`src/scm_pkg.sv`:
```
package scm_pkg;
    // Register byte offsets
    localparam logic [7:0] OFS_CONTROL  = 8'h08;
    localparam logic [7:0] OFS_MODE0    = 8'h0c;
    localparam logic [7:0] OFS_MODE1    = 8'h18;
    // Control register field positions
    localparam int CR_RX9   = 7;
    localparam int CR_EVEN  = 6;
    localparam int CR_PEN   = 5;
    localparam int CR_OVR   = 4;
    localparam int CR_PAR   = 3;
    localparam int CR_FRM   = 2;
    localparam int CR_EDGE  = 1;
    localparam int CR_IOC   = 0;
    // Mode register 0 field positions
    localparam int M0_TX9   = 7;
    localparam int M0_CTS   = 6;
    localparam int M0_RXE   = 5;
    localparam int M0_WAKE  = 4;
    localparam int M0_FMT   = 2;
    localparam int M0_CLK   = 0;
    // Reset values and the mode register 1 write mask
    localparam logic [7:0] CONTROL_RESET = 8'h00;
    localparam logic [7:0] MODE0_RESET   = 8'h00;
    localparam logic [7:0] MODE1_RESET   = 8'h00;
    localparam logic [7:0] MODE1_WMASK   = 8'hfe;
    // Transfer format codes
    localparam logic [1:0] FMT_IO   = 2'h0;
    localparam logic [1:0] FMT_7BIT = 2'h1;
    localparam logic [1:0] FMT_8BIT = 2'h2;
    localparam logic [1:0] FMT_9BIT = 2'h3;
    // Clock source codes
    localparam logic [2:0] SRC_TIMER = 3'h0;
    localparam logic [2:0] SRC_BAUD  = 3'h1;
    localparam logic [2:0] SRC_SYS   = 3'h2;
    localparam logic [2:0] SRC_PIN   = 3'h3;
endpackage

```
`src/scm_channel.sv`:
```
module scm_channel
    import scm_pkg::*;
(
    // Clock and reset
    input  wire logic        CLK,
    input  wire logic        RESET,
    // Wishbone slave
    input  wire logic        WB_CYC,
    input  wire logic        WB_STB,
    input  wire logic        WB_WE,
    input  wire logic [7:0]  WB_ADR,
    input  wire logic [3:0]  WB_SEL,
    input  wire logic [31:0] WB_DAT_I,
    output logic      [31:0] WB_DAT_O,
    output logic             WB_ACK,
    // Events from the shift engine
    input  wire logic        RX_DONE,
    input  wire logic        RX_NINTH,
    input  wire logic        RX_PARITY_BAD,
    input  wire logic        RX_FRAME_BAD,
    input  wire logic        RX_OVERRUN,
    input  wire logic        TX_UNDERRUN,
    // Pins
    input  wire logic        CTS_N,
    // Configuration to the shift engine, and the receive interrupt
    output logic             RX_RUN,
    output logic             TX_ALLOW,
    output logic             TX_NINTH,
    output logic             PARITY_ON,
    output logic             PARITY_EVEN,
    output logic      [3:0]  DATA_BITS,
    output logic      [2:0]  CLOCK_SOURCE,
    output logic             SHIFT_FALLING,
    output logic             RX_IRQ
);
    logic [7:0] channel_control;
    logic       received_ninth_bit_q;
    logic       parity_even_q;
    logic       parity_add_enable_q;
    logic       overrun_flag_q;
    logic       parity_underrun_flag_q;
    logic       framing_flag_q;
    logic       shift_edge_select_q;
    logic       io_clock_select_q;
    logic [7:0] mode0_q;
    logic [7:0] mode1_q;
    logic       ack_q;
    logic [31:0] rdata_q;
    logic [1:0] cts_sync_q;
    logic       wr_en;
    logic       rd_en;
    logic       rd_ctrl;
    logic       async_mode;
    logic       nine_mode;
    logic [1:0] fmt;

    assign fmt        = mode0_q[M0_FMT +: 2];
    assign async_mode = (fmt != FMT_IO);
    assign nine_mode  = (fmt == FMT_9BIT);
    assign wr_en      = WB_CYC && WB_STB && WB_WE && !ack_q && WB_SEL[0];
    assign rd_en      = WB_CYC && WB_STB && !WB_WE && !ack_q;
    assign rd_ctrl    = rd_en && (WB_ADR == OFS_CONTROL);

    // One wait state answer; ack drops the cycle after
    always_ff @(posedge CLK)
    begin
        if (RESET)
            ack_q <= 1'b0;
        else
            ack_q <= WB_CYC && WB_STB && !ack_q;
    end

    always_ff @(posedge CLK)
    begin
        if (RESET)
            rdata_q <= 32'h0;
        else if (rd_en)
        begin
            if (WB_ADR == OFS_CONTROL)
                rdata_q <= {24'h0, channel_control};
            else if (WB_ADR == OFS_MODE0)
                rdata_q <= {24'h0, mode0_q};
            else if (WB_ADR == OFS_MODE1)
                rdata_q <= {24'h0, mode1_q};
            else
                rdata_q <= 32'h0;
        end
    end

    // Register image; each field has a single owner below
    always_comb
    begin
        channel_control          = 8'h00;
        channel_control[CR_RX9]  = received_ninth_bit_q;
        channel_control[CR_EVEN] = parity_even_q;
        channel_control[CR_PEN]  = parity_add_enable_q;
        channel_control[CR_OVR]  = overrun_flag_q;
        channel_control[CR_PAR]  = parity_underrun_flag_q;
        channel_control[CR_FRM]  = framing_flag_q;
        channel_control[CR_EDGE] = shift_edge_select_q;
        channel_control[CR_IOC]  = io_clock_select_q;
    end

    // Writable control fields
    always_ff @(posedge CLK)
    begin
        if (RESET)
        begin
            parity_even_q       <= CONTROL_RESET[CR_EVEN];
            parity_add_enable_q <= CONTROL_RESET[CR_PEN];
            shift_edge_select_q <= CONTROL_RESET[CR_EDGE];
            io_clock_select_q   <= CONTROL_RESET[CR_IOC];
        end
        else if (wr_en && WB_ADR == OFS_CONTROL)
        begin
            parity_even_q       <= WB_DAT_I[CR_EVEN];
            parity_add_enable_q <= WB_DAT_I[CR_PEN];
            shift_edge_select_q <= WB_DAT_I[CR_EDGE];
            io_clock_select_q   <= WB_DAT_I[CR_IOC];
        end
    end

    // ninth bit captured on 9-bit frames
    always_ff @(posedge CLK)
    begin
        if (RESET)
            received_ninth_bit_q <= CONTROL_RESET[CR_RX9];
        else if (RX_DONE && nine_mode && mode0_q[M0_RXE])
            received_ninth_bit_q <= RX_NINTH;
    end

    // overrun flag, set beats read clear
    always_ff @(posedge CLK)
    begin
        if (RESET)
            overrun_flag_q <= CONTROL_RESET[CR_OVR];
        else if (RX_OVERRUN && mode0_q[M0_RXE])
            overrun_flag_q <= 1'b1;
        else if (rd_ctrl)
            overrun_flag_q <= 1'b0;
    end

    // parity in async, underrun in IO
    always_ff @(posedge CLK)
    begin
        if (RESET)
            parity_underrun_flag_q <= CONTROL_RESET[CR_PAR];
        else if ((async_mode && RX_DONE && mode0_q[M0_RXE]
                  && parity_add_enable_q && RX_PARITY_BAD)
                 || (!async_mode && TX_UNDERRUN))
            parity_underrun_flag_q <= 1'b1;
        else if (rd_ctrl)
            parity_underrun_flag_q <= 1'b0;
    end

    always_ff @(posedge CLK)
    begin
        if (RESET)
            framing_flag_q <= CONTROL_RESET[CR_FRM];
        else if (RX_DONE && mode0_q[M0_RXE] && RX_FRAME_BAD)
            framing_flag_q <= 1'b1;
        else if (rd_ctrl)
            framing_flag_q <= 1'b0;
    end

    // Mode registers, low byte lane only
    always_ff @(posedge CLK)
    begin
        if (RESET)
        begin
            mode0_q <= MODE0_RESET;
            mode1_q <= MODE1_RESET;
        end
        else if (wr_en && WB_ADR == OFS_MODE0)
            mode0_q <= WB_DAT_I[7:0];
        else if (wr_en && WB_ADR == OFS_MODE1)
            mode1_q <= WB_DAT_I[7:0] & MODE1_WMASK;
    end

    // Pin synchroniser; first stage read only by second
    always_ff @(posedge CLK)
    begin
        if (RESET)
            cts_sync_q <= 2'h3;
        else
            cts_sync_q <= {cts_sync_q[0], CTS_N};
    end

    // Outputs to the shift engine and the receive interrupt, all registered
    always_ff @(posedge CLK)
    begin
        if (RESET)
        begin
            RX_RUN        <= 1'b0;
            TX_ALLOW      <= 1'b0;
            TX_NINTH      <= 1'b0;
            PARITY_ON     <= 1'b0;
            PARITY_EVEN   <= 1'b0;
            DATA_BITS     <= 4'h0;
            CLOCK_SOURCE  <= SRC_TIMER;
            SHIFT_FALLING <= 1'b0;
            RX_IRQ        <= 1'b0;
        end
        else
        begin
            RX_RUN <= mode0_q[M0_RXE];
            TX_ALLOW <= !mode0_q[M0_CTS] || !cts_sync_q[1];
            // ninth transmit bit in 9-bit mode
            TX_NINTH <= nine_mode && mode0_q[M0_TX9];
            PARITY_ON <= async_mode && parity_add_enable_q;
            PARITY_EVEN <= parity_even_q;
            case (fmt)
                FMT_7BIT: DATA_BITS <= 4'h7;
                FMT_8BIT: DATA_BITS <= 4'h8;
                FMT_9BIT: DATA_BITS <= 4'h9;
                default:  DATA_BITS <= 4'h8;
            endcase
            if (async_mode)
                CLOCK_SOURCE <= {1'b0, mode0_q[M0_CLK +: 2]};
            else if (io_clock_select_q)
                CLOCK_SOURCE <= SRC_PIN;
            else
                CLOCK_SOURCE <= SRC_BAUD;
            // edge select in IO mode only
            SHIFT_FALLING <= !async_mode && shift_edge_select_q;
            RX_IRQ <= RX_DONE && mode0_q[M0_RXE]
                      && !(nine_mode && mode0_q[M0_WAKE] && !RX_NINTH);
        end
    end

    assign WB_ACK   = ack_q;
    assign WB_DAT_O = rdata_q;
endmodule

```
`config.mk`:
```
export PLATFORM = sky130hd
export DESIGN_NAME = scm_channel
export DESIGN_NICKNAME = d
export VERILOG_FILES = /design/src/scm_pkg.sv /design/src/scm_channel.sv
export SDC_FILE = /design/constraint.sdc
export NUM_CORES = 1
export LEC_CHECK = 0
export BUFFER_PORTS_ARGS = -buffer_cell sky130_fd_sc_hd__buf_2
export CORE_MARGIN = 2
export CORE_UTILIZATION = 42
export CTS_BUF_LIST = sky130_fd_sc_hd__clkbuf_4
export DETAILED_ROUTE_END_ITERATION = 6
export PLACE_DENSITY = 0.84
export SYNTH_ARGS = -nofsm -noshare
export SYNTH_HDL_FRONTEND = slang
export SYNTH_SLANG_ARGS = --single-unit
export TNS_END_PERCENT = 10
```
`constraint.sdc`:
```
create_clock -name CLK -period 1.8 [get_ports CLK]
set_input_delay 0 -clock CLK [delete_from_list [all_inputs] [get_ports CLK]]
set_output_delay 0 -clock CLK [all_outputs]
set_load 0.01 [all_outputs]
```
==> results of run 1 <==
timing repair:
item | in CTS | in global routing
resized for setup | 0 | 0
buffers inserted | 0 | 0
hold buffers | 15 | 0
endpoints found under the hold margin | 25 | 0
setup endpoints to repair | 0 | 0
cell usage after synthesis, types with 2 or more instances:
| cell | n |
|---|---|
| nor3b_1 | 4 |
| dfxtp_1 | 46 |
| nor2b_1 | 4 |
| nor2_1 | 29 |
| o21ai_0 | 15 |
| nor4b_1 | 3 |
| or2_2 | 2 |
| nor4_4 | 3 |
| or2b_1 | 7 |
| a21oi_1 | 4 |
| nand2_1 | 14 |
| nand4_1 | 2 |
| mux2i_1 | 20 |
| buf_4 | 26 |
| a22o_1 | 7 |
| clkbuf_1 | 5 |
| nor3_1 | 2 |
per-stage QoR:
step	power (W)	worst slack [ns]	hold slack (ns)	instance area [um^2]	std cells
floorplan	0.00116	0.0989	0.104	2110	233
global placement	0.00118	0.195	0.183	2260	310
detailed placement	0.00118	0.174	0.188	2260	310
CTS	0.00171	0.151	0.00502	2470	333
global route	0.00177	0.0491	0.0111	2470	333
finish	0.00170	0.153	0.0334	2470	333
worst paths after layout:
check / endpoint / slack (ns) / startpoint
max: shift_edge_select_q$_SDFFE_PP0P_ / 0.15 / WB_ACK$_SDFF_PP0_
min: WB_DAT_O[0]$_SDFFE_PP0P_ / 0.03 / WB_ADR[2]
max reg2reg: shift_edge_select_q$_SDFFE_PP0P_ / 0.15 / WB_ACK$_SDFF_PP0_
min reg2reg: TX_ALLOW$_SDFF_PP0_ / 0.42 / cts_sync_q[1]$_SDFF_PP1_
report_power, final:
| part | switching, W | internal (W) |
|---|---|---|
| Sequential | 0.00000241 | 0.00103 |
| Clock | 0.000351 | 0.000159 |
| Combinational | 0.0000908 | 0.0000668 |
| Total | 0.000444 | 0.00125 |
area by class of cell:
type	count	area, um^2	share of cell area, %
multi-input cells	154	963	39.0
flip-flops and latches	46	921	37.3
repair buffers	70	450	18.2
well taps	54	67.6	2.74
clock buffers	5	37.5	1.52
clock inverters	3	25.0	1.01
inverters	1	3.75	0.152
metal layers:
layer,vias up,track usage (%)
met2,57,26.0
met4,0,6.79
met1,726,19.3
li1,814,-
met5,-,0
met3,9,5.08
flip-flops by register name (all words and copies together) (netlist names), 2 cells and up:
| signal | flops |
|---|---|
| DATA_BITS | 3 |
| mode0_q | 8 |
| cts_sync_q | 2 |
| WB_DAT_O | 8 |
| mode1_q | 7 |
| CLOCK_SOURCE | 2 |
logic make-up (layout without fill, tap and decap cells):
| logic type | count (synthesis) | count (layout) | share of synthesized area, % |
|---|---|---|---|
| simple gates | 79 | 79 | 23.9 |
| flops | 46 | 46 | 45.7 |
| buf+inv | 33 | 79 | 11.0 |
| compound gates | 30 | 30 | 9.31 |
| mux | 20 | 20 | 9.93 |
| other cells | 1 | 25 | 0.186 |
worst max-delay path, stage by stage (launching register included):
cell and delay, ns:
dfxtp_1 0.34, nand3b_1 0.33, nor4_4 0.55, mux2i_1 0.25
nor2_1 0.05
==> results by group, run 1 <==
Status
  • Status: finished clean

Floorplanning
  • Die Ht: 73.3 um
  • I/O Pins: 103
  • Die width: 73.3 um
  • Initial core utilization: 43.2%
  • CORE AREA: 4660 um^2
  • Die Area: 5370 um^2
  • Row cnt: 25

Critical path
  • Worst EP arrival: 1.89 ns
  • CP Capture Type: register
  • Setup crit start kind: register
  • Cell count of the worst reg-to-reg path: 4
  • Crit path kind: register to register
  • CP required: 2.04 ns
  • CP Max Fanout: 4

STA
  • Final period demand of the worst path: 1.65 ns
  • Unrepaired setup endpoints after global routing: false
  • Final setup fails: 0
  • Final slew viol count: 0
  • Final Cycle Share: 91.5%
  • Rel. slew slack: 54.0%
  • Clock Skews: 0.0151 ns
  • Setup TNS: 0 ns
  • Final hold violations: 0
  • Max frequency: 607 MHz
  • Worst Tran Pin Value: 0.690 ns

Yosys
  • Gate Count Post-Synth: 209
  • Synth warn: 0
  • Distinct cells, synth: 33
  • Number of synthesized flops with an enable pin: 0
  • Syn_area_per_cell: 9.64 um^2
  • Netlist Area Pre-Place: 2020 um^2
  • Synth top area cells: dfxtp_1 46%, mux2i_1 9.9%, buf_4 9.7%
  • Post-synth top area share: 45.7%
  • Post-synth top area cell: dfxtp_1
  • FF+latch count, synth: 46
  • Post-synth top flop: dfxtp_1
  • Async SR Flop Fraction: 0%
  • Sequential area share after synthesis: 45.7%

GRT
  • First-pass GRT wire length: 6570 um
  • Antenna violations before repair: 0
  • Vias in the first global route: 1,449
  • Grt ovf: 0
  • Tot GR Track Use: 16.0%
  • Pin count of the biggest net entering global routing: 42

Clock tree
  • Buffer levels on the longest clock path: 2
  • Worst skew pair latency: 0.38 ns
  • Htree depth: 2
  • Root buf cell: clkbuf_4
  • CTS clk-pin slew, worst paths: 0.13 ns
  • Clock sink total: 46
  • CTS tree: built
  • CTS buffer count: 5

Job
  • MaxCap Viol Count: 0

Final layout
  • FILL cells: 434
  • Share of cells above drive strength 1: 25.4%
  • Final core utilization: 53.0%
  • Most frequent cells in the layout: 50 x buf_2, 46 x dfxtp_1, 29 x nor2_1
  • N_diodes: 0
  • Area growth, synth to finish: 22.5%
  • Most common cell after layout, fill and taps aside: buf_2
  • NumNets Final: 334

Detailed routing
  • Met3 wire len: 226 um
  • Routed wl met2: 2000 um
  • Vias: 1,606
  • First DRT Iteration DRCs: 110
  • M1 wire length: 1810 um
  • Top Layer Used: met4
  • DRT Pass-1 Iters: 4
  • DRC: 0
  • Antenna Nets Post-Route: 0
  • WL per Instance: 12.4 um
  • Final WL: 4120 um
  • Via density: 4.82

Placed design
  • Detail Placement HPWL: 3050 um
  • GP Congestion: 0.790
  • IO buf count: 50

Pwr
  • Pwr/cell area: 687 nW/um^2
  • Leakage: 1.04 nW
  • Worst vdd ir: 301 uV

Hold path
  • Class of the worst hold path: primary input to register
  • Hold path cells: 4
No activity file was read; power rests on OpenSTA's default activity.
==> run 2: changes to the inputs <==
ABC_AREA = 1   (was default)
CORE_UTILIZATION = 30   (was 42)
PLACE_DENSITY = 0.65   (was 0.84)
SETUP_SLACK_MARGIN = 0.4   (was default)
==> run 2 against run 1 <==
Net effect:
- sequential share of layout area shrank 0.99 points
- final cell count is 26% higher
- hold slack worse by 0.010 ns
==> results by group, run 2 <==
Clock tree
  • CTS buffer count: 5 (unchanged)
  • Root buf cell: clkbuf_4
  • CTS clk-pin slew, worst paths: 0.12 ns (about the same)
  • Clock sink total: 46 (unchanged)
  • Worst skew pair latency: 0.35 ns (-0.03 ns)
  • CTS tree: built
  • Buffer levels on the longest clock path: 2 (unchanged)
  • Htree depth: 2 (unchanged)

GRT
  • First-pass GRT wire length: 7310 um (+11%)
  • Grt ovf: 0 (unchanged)
  • Antenna violations before repair: 0 (unchanged)
  • Vias in the first global route: 1,646 (+14%)
  • Pin count of the biggest net entering global routing: 26 (-38%)
  • Tot GR Track Use: 12.4% (-3.6 points)

STA
  • Clock Skews: 0.00969 ns (-0.00539 ns)
  • Unrepaired setup endpoints after global routing: false
  • Final Cycle Share: 71.9% (-20 points)
  • Worst Tran Pin Value: 0.572 ns (-0.118 ns)
  • Setup TNS: 0 ns (unchanged)
  • Max frequency: 773 MHz (+27%)
  • Final setup fails: 0 (unchanged)
  • Final slew viol count: 0 (unchanged)
  • Final hold violations: 0 (unchanged)
  • Post-route setup slack: 0.506 ns (+0.352 ns)
  • Rel. slew slack: 61.8% (+7.8 points)
  • Final period demand of the worst path: 1.29 ns (-0.352 ns)

Yosys
  • Number of synthesized flops with an enable pin: 0 (unchanged)
  • Syn_area_per_cell: 7.59 um^2 (-21%)
  • Post-synth top area share: 44.9% (-0.75 points)
  • Post-synth top flop: dfxtp_1
  • Gate Count Post-Synth: 270 (+29%)
  • Sequential area share after synthesis: 44.9% (-0.75 points)
  • Async SR Flop Fraction: 0% (unchanged)
  • Netlist Area Pre-Place: 2050 um^2 (+1.7%)
  • Post-synth top cells: 47 x nor2_1, 46 x dfxtp_1, 30 x nand2_1
  • FF+latch count, synth: 46 (unchanged)
  • Most common cell in the netlist: nor2_1
  • Post-synth top area cell: dfxtp_1
  • Synth warn: 0 (unchanged)
  • Synth top area cells: dfxtp_1 45%, buf_4 9.9%, nor2_1 8.6%
  • Distinct cells, synth: 26 (-21%)

Final layout
  • Final core utilization: 37.7% (-15 points)
  • NumNets Final: 393 (+18%)
  • Most common cell after layout, fill and taps aside: buf_2
  • Area growth, synth to finish: 23.7%
  • Share of cells above drive strength 1: 23.4% (-2.1 points)
  • N_diodes: 0 (unchanged)
  • Post-Layout Inst Area: 2540 um^2 (+2.7%)
  • Most frequent cells in the layout: 50 x buf_2, 47 x nor2_1, 46 x dfxtp_1

Hold path
  • Min-delay src: TX_UNDERRUN
  • Hold path cells: 4 (unchanged)
  • Worst Hold Path EP: parity_underrun_flag_q$_SDFFE_PP0P_
  • Class of the worst hold path: primary input to register

Detailed routing
  • First DRT Iteration DRCs: 116 (+5.5%)
  • DRC: 0 (unchanged)
  • Final WL: 4600 um (+12%)
  • DRT Pass-1 Iters: 4 (unchanged)
  • WL per Instance: 11.0 um (-11%)
  • Via density: 4.37 (-9.4%)
  • Vias: 1,827 (+14%)
  • Antenna Nets Post-Route: 0 (unchanged)

Floorplanning
  • CORE AREA: 6720 um^2 (+44%)
  • I/O Pins: 103 (unchanged)
  • Die Area: 7510 um^2 (+40%)
  • Row cnt: 30 (+20%)
  • Initial core utilization: 30.5% (-13 points)
  • Die Ht: 86.7 um (+18%)
  • Die width: 86.7 um (+18%)

Placed design
  • GP Congestion: 0.823 (+4.2%)
  • IO buf count: 50 (unchanged)
  • Worst slack, placed: 0.402 ns (+0.227 ns)
  • Placed Area: 2270 um^2 (+0.55%)
  • Detail Placement HPWL: 3400 um (+11%)

Critical path
  • Reg2Reg Setup Slack: 0.51 ns (+0.35 ns)
  • CP Max Fanout: 8 (+4)
  • CP Capture Type: register
  • Setup crit start kind: register
  • RR Startpoint: WB_ACK$_SDFF_PP0_
  • Cell count of the worst reg-to-reg path: 7 (+3)
  • Crit path kind: register to register
  • CP required: 2.09 ns (+0.05 ns)
  • RR Endpoint: mode0_q[1]$_SDFFE_PP0P_
  • Worst EP arrival: 1.58 ns (-0.31 ns)
  • CP startpoint: WB_ACK$_SDFF_PP0_

Pwr
  • Pwr/cell area: 718 nW/um^2 (+4.5%)
  • Worst vdd ir: 355 uV (+18%)
  • Leakage: 1.19 nW (+14%)

Status
  • Status: finished clean

Job
  • MaxCap Viol Count: 0 (unchanged)
## run 2: cell types whose count changed in the layout (fill, tap and decap cells not counted), sizes merged, moves of 7 or more
cell | previous run | this run
a21oi | 4 | 20
a22o | 7 | 0
inv | 2 | 25
mux2i | 20 | 0
nand2 | 14 | 32
nand3 | 1 | 26
nor2 | 29 | 53
or2b | 7 | 0
## run 2: through the flow
step           hold WS [ns]  power [W]  cells
6_report             0.0234    0.00182    418
3_5_place_dp          0.187    0.00118    393
2_1_floorplan        0.0886    0.00117    294
5_1_grt             0.00278    0.00190    418
3_3_place_gp          0.185    0.00118    393
4_1_cts             0.00643    0.00184    417
## run 2: how the worst max path moves through the flow
stage	end	cells after the start	slack, ns
2_1_floorplan	mode0_q[1]$_SDFFE_PP0P_	7	0.61
3_3_place_gp	mode0_q[4]$_SDFFE_PP0P_	7	0.44
3_5_place_dp	mode0_q[4]$_SDFFE_PP0P_	7	0.40
4_1_cts	mode0_q[4]$_SDFFE_PP0P_	7	0.46
5_1_grt	mode0_q[7]$_SDFFE_PP0P_	7	0.40
6_report	mode0_q[1]$_SDFFE_PP0P_	7	0.51
## run 2: worst max-delay path, cell delays in order (launching register included)
cell and delay, ns:
dfxtp_1 0.34, nand3b_4 0.18, nor2_4 0.15, inv_1 0.09, nor2_4 0.15, buf_12 0.13
o21ai_0 0.07, nor2_1 0.12
## run 2: cell families (layout without fill, tap and decap cells)
kind of cell	after synthesis	count (layout)	share of synthesized area (%)
buffers and inverters	58	102	16.0
other	1	25	0.183
AO/OA/AOI/OAI	44	44	11.5
flip-flops	46	46	44.9
AND/OR/NAND/NOR	121	121	27.4
## run 2: per-layer routing
metal | share of wire, % | vias up | global-route usage, % | routed length (um)
li1 | - | 951 | - | -
met1 | 48 | 800 | 16.1 | 2210
met2 | 45 | 73 | 20.3 | 2080
met3 | 6.4 | 3 | 3.05 | 293
met4 | 0.48 | 0 | 3.55 | 22
met5 | 0 | - | 0 | 0
## run 2: area by class of cell
type	instances	area [um^2]
multi-input cells	190	896
clock buffers	7	52.6
flip-flops and latches	46	921
repair buffers	68	438
well taps	80	100
inverters	26	98.8
fillers	718	4180
clock inverters	1	30.0
## run 2: where the power goes
group / leakage (nW) / switching, W / internal (W)
logic: 0.767 / 0.0000945 / 0.0000652
registers: 0.372 / 0.00000256 / 0.00103
clock network: 0.0463 / 0.000308 / 0.000325
## run 2: repair_timing
item / CTS / global route
setup buffers: 0 / 1
hold buffers: 16 / 0
pin swaps: 0 / 1
setup endpoints to repair: 6 / 8
endpoints found under the hold margin: 26 / 0
resized for setup: 1 / 0
